===== src/rpt_pkg.sv =====
// Constants, types and helpers for the read prefetch and timer status block
// ****************************************************************************
// ****************************************************************************
package rpt_pkg;

	// ************************************************************************
	// Register map
	// ************************************************************************
	localparam int                   CFG_ADDR_W          = 12;
	localparam logic [CFG_ADDR_W-1:0] TIMER_STATUS_OFFSET = 12'h0b8;
	localparam logic [CFG_ADDR_W-1:0] PREFETCH_CTRL_OFFSET = 12'h0bc;
	localparam logic [31:0]          TIMER_STATUS_RESET  = 32'h00000000;
	localparam logic [31:0]          PREFETCH_CTRL_RESET = 32'h03000041;
	localparam logic [31:0]          PREFETCH_CTRL_MASK  = 32'h07ffffff;
	localparam int                   DISCARD_BIT         = 2;
	localparam int                   RETRY_BIT           = 0;

	// ************************************************************************
	// Prefetch sizes
	// ************************************************************************
	localparam int          THRESH_W        = 6;
	localparam int          SIZE_W          = 13;
	localparam logic [12:0] CHUNK_BYTES     = 13'h0040;
	localparam logic [12:0] DWORD_BYTES     = 13'h0004;
	localparam logic [12:0] QWORD_BYTES     = 13'h0008;
	localparam logic [12:0] CACHELINE_BYTES = 13'h0040;

	// ************************************************************************
	// Types
	// ************************************************************************
	typedef enum logic [1:0] {
		RPT_CMD_READ,
		RPT_CMD_LINE,
		RPT_CMD_MULT
	} rpt_cmd_type;

	// Prefetch control register layout, bit 31 first
	typedef struct packed {
		logic [4:0]          reserved;
		logic                plain_read_prefetch_sel;
		logic                line_read_prefetch_sel;
		logic                multiple_read_prefetch_sel;
		logic [THRESH_W-1:0] line_read_thresh_fast;
		logic [THRESH_W-1:0] line_read_thresh_slow;
		logic [THRESH_W-1:0] multiple_read_thresh_fast;
		logic [THRESH_W-1:0] multiple_read_thresh_slow;
	} rpt_ctrl_type;

	// Configuration access from the bridge's config decoder
	typedef struct packed {
		logic                  wr;
		logic                  rd;
		logic [CFG_ADDR_W-1:0] addr;
		logic [3:0]            be;
		logic [31:0]           wdata;
	} rpt_cfg_req_type;

	// Memory read command seen from the PCI master
	typedef struct packed {
		logic        valid;
		rpt_cmd_type cmd;
		logic        fast;
		logic        wide;
	} rpt_read_req_type;

	// Prefetch size handed to the read datapath
	typedef struct packed {
		logic              valid;
		rpt_cmd_type       cmd;
		logic [SIZE_W-1:0] bytes;
	} rpt_prefetch_type;

	// Threshold code n means n+1 chunks of 64 bytes
	function automatic logic [SIZE_W-1:0] chunk_bytes(
		input logic [THRESH_W-1:0] code
	);
		chunk_bytes = 13'({7'h00, code} + 13'h0001) * CHUNK_BYTES;
	endfunction

endpackage


===== src/rpt_size_sel.sv =====
// Prefetch size selection for one memory read command
module rpt_size_sel (
	// Settings
	input  wire rpt_pkg::rpt_ctrl_type ctrl,
	// Command
	input  wire rpt_pkg::rpt_cmd_type  cmd,
	input  wire logic                  fast,
	input  wire logic                  wide,
	// Result
	output logic [rpt_pkg::SIZE_W-1:0] bytes
);

	logic [rpt_pkg::THRESH_W-1:0] line_code;
	logic [rpt_pkg::THRESH_W-1:0] mult_code;

	// Bus speed picks which threshold field applies
	always_comb begin
		line_code = fast ? ctrl.line_read_thresh_fast
			: ctrl.line_read_thresh_slow;
		mult_code = fast ? ctrl.multiple_read_thresh_fast
			: ctrl.multiple_read_thresh_slow;
	end

	// Size per command and select bit
	always_comb begin
		case (cmd)
			rpt_pkg::RPT_CMD_READ: begin
				if (ctrl.plain_read_prefetch_sel) begin
					bytes = rpt_pkg::chunk_bytes(line_code);
				end else begin
					bytes = wide ? rpt_pkg::QWORD_BYTES
						: rpt_pkg::DWORD_BYTES;
				end
			end
			rpt_pkg::RPT_CMD_LINE: begin
				bytes = ctrl.line_read_prefetch_sel
					? rpt_pkg::chunk_bytes(line_code)
					: rpt_pkg::CACHELINE_BYTES;
			end
			rpt_pkg::RPT_CMD_MULT: begin
				bytes = ctrl.multiple_read_prefetch_sel
					? rpt_pkg::chunk_bytes(mult_code)
					: 13'(rpt_pkg::CACHELINE_BYTES << 1);
			end
			default: begin
				bytes = rpt_pkg::DWORD_BYTES;
			end
		endcase
	end

endmodule


===== src/rpt_regs.sv =====
// Timer status and read prefetch control registers with size selection
module rpt_regs (
	// Clock and reset
	input  wire logic                      mclk,
	input  wire logic                      resetn,
	// Configuration access
	input  wire rpt_pkg::rpt_cfg_req_type  cfg_req,
	output logic                           cfg_ack,
	output logic [31:0]                    cfg_rdata,
	// Timer expiry levels from the secondary timers
	input  wire logic                      discard_timer_expired,
	input  wire logic                      retry_timer_expired,
	// Memory read commands and resulting prefetch size
	input  wire rpt_pkg::rpt_read_req_type read_req,
	output rpt_pkg::rpt_prefetch_type      prefetch
);

	// ************************************************************************
	// State
	// ************************************************************************
	rpt_pkg::rpt_ctrl_type     ctrl;
	rpt_pkg::rpt_ctrl_type     next_ctrl;
	logic [31:0]               status;
	logic [31:0]               next_status;
	logic                      next_cfg_ack;
	logic [31:0]               next_cfg_rdata;
	rpt_pkg::rpt_prefetch_type next_prefetch;
	logic [rpt_pkg::SIZE_W-1:0] sel_bytes;
	logic                      hit_status;
	logic                      hit_ctrl;

	// ************************************************************************
	// Address decode
	// ************************************************************************
	// Only whole aligned words are decoded; low two bits must be zero
	always_comb begin
		hit_status = (cfg_req.addr == rpt_pkg::TIMER_STATUS_OFFSET);
		hit_ctrl   = (cfg_req.addr == rpt_pkg::PREFETCH_CTRL_OFFSET);
	end

	// ************************************************************************
	// Prefetch control register
	// ************************************************************************
	// Byte-lane write; reserved bits forced to zero
	always_comb begin
		logic [31:0] word;
		word = ctrl;
		if (cfg_req.wr && hit_ctrl) begin
			for (int i = 0; i < 4; i++) begin
				if (cfg_req.be[i]) begin
					word[i*8 +: 8] = cfg_req.wdata[i*8 +: 8];
				end
			end
		end
		next_ctrl = word & rpt_pkg::PREFETCH_CTRL_MASK;
	end

	// Register the control word
	always_ff @(posedge mclk) begin
		if (!resetn) begin
			ctrl <= rpt_pkg::PREFETCH_CTRL_RESET;
		end else begin
			ctrl <= next_ctrl;
		end
	end

	// ************************************************************************
	// Timer status register
	// ************************************************************************
	// Live expiry levels, sampled each cycle; writes have no effect
	always_comb begin
		next_status                       = rpt_pkg::TIMER_STATUS_RESET;
		next_status[rpt_pkg::DISCARD_BIT] = discard_timer_expired;
		next_status[rpt_pkg::RETRY_BIT]   = retry_timer_expired;
	end

	// Register the status word
	always_ff @(posedge mclk) begin
		if (!resetn) begin
			status <= rpt_pkg::TIMER_STATUS_RESET;
		end else begin
			status <= next_status;
		end
	end

	// ************************************************************************
	// Configuration answer
	// ************************************************************************
	// Every access is answered one cycle later; unmapped reads give zero
	always_comb begin
		next_cfg_ack   = cfg_req.wr | cfg_req.rd;
		next_cfg_rdata = 32'h00000000;
		if (cfg_req.rd) begin
			if (hit_status) begin
				next_cfg_rdata = status;
			end else if (hit_ctrl) begin
				next_cfg_rdata = ctrl;
			end
		end
	end

	// Register the answer
	always_ff @(posedge mclk) begin
		if (!resetn) begin
			cfg_ack   <= 1'b0;
			cfg_rdata <= 32'h00000000;
		end else begin
			cfg_ack   <= next_cfg_ack;
			cfg_rdata <= next_cfg_rdata;
		end
	end

	// ************************************************************************
	// Prefetch size
	// ************************************************************************
	// Size uses the settings in force in the cycle the command arrives
	rpt_size_sel u_size_sel (
		.ctrl  (ctrl),
		.cmd   (read_req.cmd),
		.fast  (read_req.fast),
		.wide  (read_req.wide),
		.bytes (sel_bytes)
	);

	// Capture the answer for the read datapath
	always_comb begin
		next_prefetch.valid = read_req.valid;
		next_prefetch.cmd   = read_req.cmd;
		next_prefetch.bytes = read_req.valid ? sel_bytes
			: '0;
	end

	// Register the prefetch answer
	always_ff @(posedge mclk) begin
		if (!resetn) begin
			prefetch <= '0;
		end else begin
			prefetch <= next_prefetch;
		end
	end
endmodule


===== config.mk =====
export PLATFORM = sky130hd
export DESIGN_NAME = rpt_regs
export DESIGN_NICKNAME = d
export VERILOG_FILES = /design/src/rpt_pkg.sv /design/src/rpt_size_sel.sv /design/src/rpt_regs.sv
export SDC_FILE = /design/constraint.sdc
export NUM_CORES = 1
export LEC_CHECK = 0
export ABC_CLOCK_PERIOD_IN_PS = 3400
export BUFFER_PORTS_ARGS = -buffer_cell sky130_fd_sc_hd__buf_4
export CORE_UTILIZATION = 52
export DETAILED_ROUTE_END_ITERATION = 8
export PLACE_DENSITY = 0.84
export SLEW_MARGIN = 20
export SYNTH_ARGS = -nofsm -noshare
export SYNTH_HDL_FRONTEND = slang
export SYNTH_SLANG_ARGS = --single-unit
export TNS_END_PERCENT = 30

===== constraint.sdc =====
create_clock -name mclk -period 3.4 [get_ports mclk]
set_clock_uncertainty 0.05 [all_clocks]
set_input_delay 0.17 -clock mclk [delete_from_list [all_inputs] [get_ports mclk]]
set_output_delay 0.17 -clock mclk [all_outputs]
set_load 0.01 [all_outputs]

==> impl_metrics.toml, run 1 <==
[cts]
numCtsBuffers = 9
cts_tree = "done"
clock_latency_ns = 0.33
clockBufferDepth = 2
clk_pin_slew_ns = 0.07
cts_root_buffer = "clkbuf_8"
cts.repair.resized = 0
cts.sinks = 69
post_cts_buffers = 0
cts-htree-levels = 3

[cells_and_area]
fin_util = 0.723
layout_commonest_cell = "buf_4"
syn_to_final_growth_pct = 31.6
antenna_cells = 0
final_cell_mix = "buf_4, dfxtp_1, mux2i_1"
nets = 425
final_layout_size_suffix_gt1_frac = 0.314

[route]
drc_errors = 0
viasPerCell = 5.06
drtIter0Drc = 75
vias = 2220
first_pass_iters = 4
ant_nets = 0
totalWireLength_um = 6140
wire_per_inst_um = 14.0

[power]
power.share.clock = 0.432
sw_frac_of_total = 0.206
internal-power_uw = 1290
p_leak_uw = 0.00158
power_frac_seq = 0.503
combPwrFrac = 0.065
ir_drop_v = 0.000232
p_per_area_nw_per_um2 = 430
p_sw_uw = 334

[logic_synthesis]
synth_area_um2 = 2860
netlist_instances = 272
ys_ff_latch = 69
synth_warnings = 0
avgSynthCellArea_um2 = 10.5
seq_area_frac_synth = 0.483
synth_cell_types = 40

[sta]
fin_crit_ns = 1.82
fmaxAchievable_ghz = 0.550
relSlewSlack = 0.443
setup_viol = 0
finalMaxSlewViolations = 0
finalSetupTns_ns = 0
timing.final.crit_share = 0.535
finalWorstSetupSlack_ns = 1.58
hold_viol_final = 0
rsz0062_at_grt = "false"
worstMarginPinSlew_ns = 0.830

[critical_path]
slowest_stage = "or4_4"
cp.arrival_ns = 2.04
startpoint_type = "input pin"
cp_common_cell = "or4_4"
required_ns = 3.62
rr_worst_depth = 6
critPathMaxStageDelay_ns = 0.60
rrSetupSlack_ns = 1.68
cp_max_fo = 23
critPathCaptureType = "register"
critical_path.startpoint = "cfg_req[45]"
worstSetupPathType = "in -> reg"
worstReg2RegEnd = "prefetch[10]"
cp_cell_sequence = "buf_4 -> or4_4 -> or4_4 -> nor2_4 -> and2_1"
reg2reg_from = "ctrl[0]"

[run]
drv_cap = 0

[worst_hold_path]
min_to = "ctrl[6]"
hold_start = "cfg_req[6]"
whs_path_depth = 3
worstHoldPathType = "in -> reg"

[placement]
gp_congestion = 0.786
dp_hpwl_um = 4420
dpl_worst_slack_ns = 1.24
portBuffers = 93

[die]
chipWidth_um = 76.2
die_h_um = 76.2
io_pins = 108
start_util = 0.550
coreArea_um2 = 5200
dieArea_um2 = 5800
rows = 26

[grt]
grt_antenna_before_repair = 0
grt_pass1_vias = 2213
grt_overflow_total = 0
grt_util_all_layers = 0.224
grt_max_degree = 35
grt_first_pass_wirelength_um = 10200

[outcome]
status = "finished clean"
==> how the worst max path moves through the flow <==
stage / cells after the start / slack (ns) / end
finish: 5 / 1.58 / cfg_rdata[12]
global route: 5 / 1.49 / cfg_rdata[26]
CTS: 5 / 1.59 / cfg_rdata[21]
detailed placement: 5 / 1.24 / cfg_rdata[21]
global placement: 5 / 1.26 / cfg_rdata[14]
floorplan: 7 / 1.53 / prefetch[10]
==> power groups by stage <==
| stage | Combinational, uW | Clock [uW] | Sequential (uW) |
|---|---|---|---|
| after floorplan | 48.9 | 0 | 835 |
| after global placement | 101 | 0 | 833 |
| after detailed placement | 103 | 0 | 833 |
| after CTS | 105 | 712 | 815 |
| after global routing | 114 | 754 | 815 |
| final | 105 | 700 | 815 |
==> area by class of cell <==
class | count | area (um2)
Multi-Input combinational cell | 185 | 1360
Fill cell | 436 | 1440
Timing Repair Buffer | 95 | 718
Tap cell | 70 | 87.6
Clock buffer | 12 | 135
Inverter | 4 | 15.0
Clock inverter | 4 | 72.6
Sequential cell | 69 | 1380
==> cells by family after synthesis <==
family	count (synthesis)	share of synthesized area
fa+ha+maj	2	0.00875
buf+inv	26	0.0538
mux	40	0.141
other cells	1	0.00131
xor+xnor	8	0.0245
flops	69	0.483
compound gates	19	0.0442
simple gates	107	0.243
==> state kept, by name, summed over array words and instances, names as in the netlist <==
register / flops
cfg_rdata: 27
prefetch: 12
cfg_ack: 1
ctrl: 27
status: 2
==> through the flow <==
step,cell area (um2),cells,hold WS [ns],total power [uW]
final,3760,439,0.0101,1620
after global routing,3760,439,0.0107,1680
after CTS,3760,439,0.000750,1630
after detailed placement,3540,421,0.335,936
after global placement,3540,421,0.330,934
after floorplan,2890,280,0.230,884
==> worst max-delay path, delay by kind of cell <==
family / cells / cell delay [ns]
AND/OR/NAND/NOR: 4 / 1.74
buffers and inverters: 1 / 0.11
==> synth_stat cells <==
master | number | share of area
buf_4 | 9 | 0.024
mux2_2 | 3 | 0.012
inv_1 | 4 | 0.0052
xor2_1 | 3 | 0.0092
nand4bb_1 | 1 | 0.0039
nor3_1 | 2 | 0.0035
o21a_1 | 2 | 0.0052
and2_1 | 28 | 0.061
a22oi_1 | 3 | 0.0079
or4_1 | 1 | 0.0026
nand4b_1 | 4 | 0.012
nand2_1 | 14 | 0.018
xnor2_1 | 5 | 0.015
ha_1 | 2 | 0.0087
nand4_1 | 3 | 0.0066
nand3_1 | 11 | 0.019
o211ai_1 | 2 | 0.0052
nor3b_1 | 1 | 0.0026
mux2i_1 | 37 | 0.13
dfxtp_1 | 69 | 0.48
o31ai_1 | 1 | 0.0026
nand3b_1 | 4 | 0.010
nor4_1 | 1 | 0.0022
o22ai_1 | 2 | 0.0044
clkbuf_1 | 7 | 0.0092
a21oi_1 | 4 | 0.0070
conb_1 | 1 | 0.0013
a211oi_1 | 1 | 0.0026
a21boi_0 | 1 | 0.0026
buf_1 | 3 | 0.0039
a41oi_1 | 1 | 0.0031
o21ai_0 | 2 | 0.0035
and4b_1 | 1 | 0.0035
nor4_4 | 3 | 0.022
buf_6 | 3 | 0.012
or4_4 | 2 | 0.0079
nor2_4 | 1 | 0.0039
nor4_2 | 1 | 0.0044
nor2b_1 | 23 | 0.050
nor2_1 | 6 | 0.0079
==> per-layer routing <==
metal | wire length, um | GRT usage
met5 | 0 | 0
met4 | 117 | 0.110
met2 | 3100 | 0.383
met1 | 2580 | 0.267
met3 | 345 | 0.0455
==> timing repair <==
item / 4_1_cts / 5_1_grt
setup endpoints to repair: 0 / 0
hold buffers: 2 / 0
endpoints found under the hold margin: 2 / 0
Note: power is estimated with default switching activity, not from simulation.
==> run 2: changes to the inputs <==
- ABC_CLOCK_PERIOD_IN_PS: 3400 -> 1500
- CORE_UTILIZATION: 52 -> 44
- PLACE_DENSITY: 0.84 -> 0.76
- clock period: 3.4 -> 1.5 ns (I/O delays scaled with it)
==> run 2 against run 1 <==
The run now ends with setup timing left. Via count is 12% higher. Clock power rose by 93%. Power up 120%. Die area is 18% higher. Non-clock buffer count up 59. Register-to-register slack got worse by 1.7 ns. Hold slack improved by 0.040 ns. Routed wire length grew 21%. Sequential share of layout area shrank 5.4 points. Utilization fell by 2.4 points. Combinational power grew to 3.1 times the previous value. Sequential cell count did not move. Critical path type is now reg -> reg. Highest routed layer unchanged.
==> impl_metrics.toml, run 2 (synthesis results as in run 1) <==
[outcome]
status = "complete, but fails checks"
violations = "setup timing"

[cts]
cts_root_buffer = "clkbuf_8"
clock_latency_ns = 0.34
numCtsBuffers = 9
cts_tree = "done"
cts.sinks = 69
cts-htree-levels = 3
post_cts_buffers = 0
clk_pin_slew_ns = 0.07
clockBufferDepth = 2

[placement]
placed_cell_area_um2 = 3770
dp_hpwl_um = 4770
dp.cells = 451
gp_congestion = 0.819
portBuffers = 93

[cells_and_area]
fin_util = 0.699
reg_top3 = "cfg_rdata: 27 flops, ctrl: 27 flops, prefetch: 12 flops"
multi_input_area_um2 = 1400
instances_no_fill = 505
nets = 484
antenna_cells = 0
fillers = 482
stdcell_area_um2 = 4410
syn_to_final_growth_pct = 54.3
layout_commonest_cell = "buf_4"
regArea_um2 = 1380
final_layout_size_suffix_gt1_frac = 0.355
final_cell_mix = "buf_4, dfxtp_1, mux2i_1"

[route]
viasPerCell = 4.93
ant_nets = 0
drc_errors = 0
drtIter0Drc = 73
wire_per_inst_um = 14.7
totalWireLength_um = 7420
vias = 2488
first_pass_iters = 4

[grt]
busiest_layer = "met2"
grtUsageMet3 = 0.0495
grt_first_pass_wirelength_um = 10700
grt_use_met2 = 0.393
grt_max_degree = 33
grt_util_all_layers = 0.215
grt_antenna_before_repair = 0
grt_use_met1 = 0.228
grt_overflow_total = 0
grt_pass1_vias = 2421

[die]
io_pins = 108
rows = 29
coreArea_um2 = 6310
chipWidth_um = 82.6
die_h_um = 82.6
start_util = 0.453
dieArea_um2 = 6830

[critical_path]
startpoint_type = "register"
cp.arrival_ns = 1.76
critical_path.startpoint = "ctrl[0]"
required_ns = 1.71
reg2reg_from = "ctrl[0]"
cp_max_fo = 3
critPathCaptureType = "register"
worstSetupPathType = "reg -> reg"

[power]
p_sw_uw = 792
power.share.clock = 0.384
p_per_area_nw_per_um2 = 798
power_frac_seq = 0.525
sw_frac_of_total = 0.225
p_leak_uw = 0.00189
ir_drop_v = 0.000554
internal-power_uw = 2730
combPwrFrac = 0.092
p_total_uw = 3520

[sta]
setup_viol = 13
rsz0062_at_grt = "true"
finalMaxSlewViolations = 0
whs_ns = 0.0501
fin_crit_ns = 1.56
finalWorstSetupSlack_ns = -0.0561
fmaxAchievable_ghz = 0.643
hold_viol_final = 0
timing.final.crit_share = 1.04

[worst_hold_path]
hold_start = "cfg_req[38]"
worstHoldPathType = "in -> reg"

[run]
drv_cap = 0
==> run 2: what timing repair did <==
| action | in CTS | in global routing |
|---|---|---|
| hold endpoints to repair | 37 | 0 |
| endpoints found under the setup margin | 1 | 15 |
| resized for setup | 5 | 10 |
| cloned | 0 | 2 |
| hold buffers | 36 | 0 |
| pin swaps | 2 | 4 |
==> run 2: power groups by stage <==
stage                     sequential [uW]  combinational [uW]  clock [uW]
after floorplan                      1890                 111           0
after global placement               1890                 240           0
after detailed placement             1890                 243           0
after CTS                            1850                 317        1370
after global routing                 1850                 346        1440
final                                1850                 323        1350
==> run 2: stage by stage <==
step,setup TNS (ns),setup slack [ns]
6_report,-0.152,-0.0561
5_1_grt,-0.690,-0.154
4_1_cts,-0.0577,-0.0577
3_5_place_dp,-10.00,-0.273
3_3_place_gp,-8.51,-0.181
2_1_floorplan,-7.21,-0.185
==> run 2: final timing paths <==
kind | endpoint | slack (ns) | depth (start not counted)
max | prefetch[10] | -0.06 | 6
min | cfg_rdata[24] | 0.05 | 3
max reg2reg | prefetch[10] | -0.06 | 6
min reg2reg | cfg_rdata[0] | 0.42 | 2
==> run 2: cell type report <==
| cell class | count | area share |
|---|---|---|
| clock buffers | 12 | 0.0352 |
| repair buffers | 154 | 0.304 |
| flip-flops and latches | 69 | 0.313 |
| inverters | 4 | 0.00340 |
| clock inverters | 4 | 0.00510 |
| multi-input cells | 185 | 0.318 |
| well taps | 77 | 0.0218 |
==> run 2: per-layer routing <==
layer | share of wire | up-vias | wire, um
met2 | 0.51 | 70 | 3800
li1 | - | 1219 | -
met5 | 0 | - | 0
met3 | 0.050 | 18 | 374
met4 | 0.025 | 0 | 189
met1 | 0.41 | 1181 | 3060
==> run 2: worst max-delay path, cell delays in order, from the launching register on <==
cell and delay, ns:
dfxtp_1 0.31, mux2_4 0.29, ha_4 0.17, and4b_1 0.19, a41oi_2 0.17, xnor2_1 0.09, o31ai_1 0.19
==> run 3: changes to the inputs <==
- CORE_ASPECT_RATIO: unset -> 1.2
==> run 3 against run 2 <==
The flow still finishes with violations (setup timing). Cell count up 1.8%. Hold slack better by 0.11 ns. Die area about the same. Routed wire length down 0.55%. Cell area up 0.91%. Clock power up 10%. Setup slack better by 0.010 ns. Count of clock-buffer cells in the layout unchanged. Power up 4.2%. Sequential cell count unchanged. Critical endpoint unchanged. Largest cell class unchanged. Highest routed layer unchanged.
==> impl_metrics.toml, run 3 (synthesis results as in run 1) <==
[route]
drtIter0Drc = 106
ant_nets = 0
wire_per_inst_um = 14.4
drc_errors = 0
totalWireLength_um = 7380
viasPerCell = 4.85
first_pass_iters = 4
vias = 2493

[cts]
cts_root_buffer = "clkbuf_8"
clock_latency_ns = 0.35
cts.sinks = 69
clockBufferDepth = 2
clk_pin_slew_ns = 0.07
numCtsBuffers = 9
cts_tree = "done"
cts-htree-levels = 3

[die]
start_util = 0.464
io_pins = 108
coreArea_um2 = 6170
dieArea_um2 = 6830
die_h_um = 90.3
chipWidth_um = 75.6
rows = 31

[power]
sw_frac_of_total = 0.221
ir_drop_v = 0.000577
p_total_uw = 3670
power_frac_seq = 0.504
combPwrFrac = 0.089
p_leak_uw = 0.00191
internal-power_uw = 2860
p_per_area_nw_per_um2 = 824
power.share.clock = 0.408
p_sw_uw = 811

[placement]
dp_hpwl_um = 4840
gp_congestion = 0.787
portBuffers = 93
dpl_worst_slack_ns = -0.213

[grt]
grt_util_all_layers = 0.224
grt_first_pass_wirelength_um = 11300
grt_antenna_before_repair = 0
grt_overflow_total = 0
grt_max_degree = 33
grt_pass1_vias = 2474

[sta]
fmaxAchievable_ghz = 0.647
timing.final.crit_share = 1.03
finalWorstSetupSlack_ns = -0.0460
rsz0062_at_grt = "true"
fin_crit_ns = 1.55
hold_viol_final = 0
finalMaxSlewViolations = 0
setup_viol = 2

[critical_path]
critPathCaptureType = "register"
cp.arrival_ns = 1.73
startpoint_type = "register"
worstSetupPathType = "reg -> reg"
reg2reg_from = "ctrl[12]"
cp_max_fo = 3
critical_path.startpoint = "ctrl[12]"
required_ns = 1.69

[run]
drv_cap = 0

[worst_hold_path]
hold_start = "resetn"
worstHoldPathType = "in -> reg"

[cells_and_area]
nets = 488
reg_top3 = "cfg_rdata: 27 flops, ctrl: 27 flops, prefetch: 12 flops"
layout_commonest_cell = "buf_4"
final_layout_size_suffix_gt1_frac = 0.352
antenna_cells = 0
fillers = 450
final_cell_mix = "buf_4, dfxtp_1, mux2i_1"
syn_to_final_growth_pct = 55.7

[outcome]
violations = "setup timing"
status = "complete, but fails checks"
-- run 3: cell count changes in the layout (fill, tap and decap cells not counted) --
cell and change:
nand3_1 -1, and2_4 -6, dfxtp_1 -2, dfxtp_2 +2, clkbuf_1 +1, and2_1 +6
clkbuf_8 -1, bufinv_16 +1, clkinv_2 -1, buf_4 +5, buf_6 -1, nand3_2 +1
-- run 3: power by group through the flow --
stage	logic [uW]	clock network, uW	registers [uW]
global placement	241	0	1890
floorplan	111	0	1890
detailed placement	245	0	1890
finish	326	1490	1850
global route	349	1600	1850
CTS	320	1520	1850
-- run 3: path summary, 6_finish.rpt --
check	slack, ns	endpoint	cells after the start
hold / removal	0.16	ctrl[6]	3
setup reg to reg	-0.05	prefetch[10]	7
setup / recovery	-0.05	prefetch[10]	7
hold reg to reg	0.42	cfg_rdata[0]	2
-- run 3: per-stage QoR --
| step | hold WS (ns) | area (um2) | cells | setup TNS (ns) | utilization |
|---|---|---|---|---|---|
| after detailed placement | 0.240 | 3790 | 458 | -9.56 | 0.615 |
| after global routing | 0.159 | 4450 | 514 | -0.235 | 0.722 |
| after floorplan | 0.135 | 2890 | 280 | -7.21 | - |
| after CTS | 0.119 | 4390 | 512 | -0.0557 | 0.711 |
| final | 0.157 | 4450 | 514 | -0.0710 | 0.722 |
| after global placement | 0.238 | 3790 | 458 | -8.91 | 0.615 |
-- run 3: cell type report --
| type | instances | area [um2] | area share |
|---|---|---|---|
| clock buffer | 12 | 145 | 0.0326 |
| multi-input combinational | 185 | 1390 | 0.312 |
| inverter | 4 | 15.0 | 0.00337 |
| tap | 82 | 103 | 0.0230 |
| sequential | 69 | 1380 | 0.311 |
| timing repair buffer | 158 | 1370 | 0.307 |
| clock inverter | 4 | 47.5 | 0.0107 |
-- run 3: metal layers --
| layer | share of wire | track usage | up-vias |
|---|---|---|---|
| li1 | - | - | 1225 |
| met1 | 0.40 | 0.247 | 1174 |
| met2 | 0.52 | 0.374 | 70 |
| met3 | 0.037 | 0.0491 | 24 |
| met4 | 0.038 | 0.147 | 0 |
| met5 | 0 | 0 | - |
-- run 3: worst max-delay path, stage by stage (launching register included) --
cell	delay, ns
dfxtp_1	0.38
mux2i_1	0.11
inv_1	0.07
ha_1	0.20
nand4b_1	0.20
a21oi_1	0.21
nand4b_1	0.14
o31ai_1	0.07
-- run 3: timing repair --
action | CTS | global route
resized for setup | 6 | 5
pin swaps | 3 | 6
endpoints found under the hold margin | 36 | 0
hold buffers | 36 | 0
buffers inserted | 2 | 0
gates cloned | 0 | 2
endpoints found under the setup margin | 1 | 39
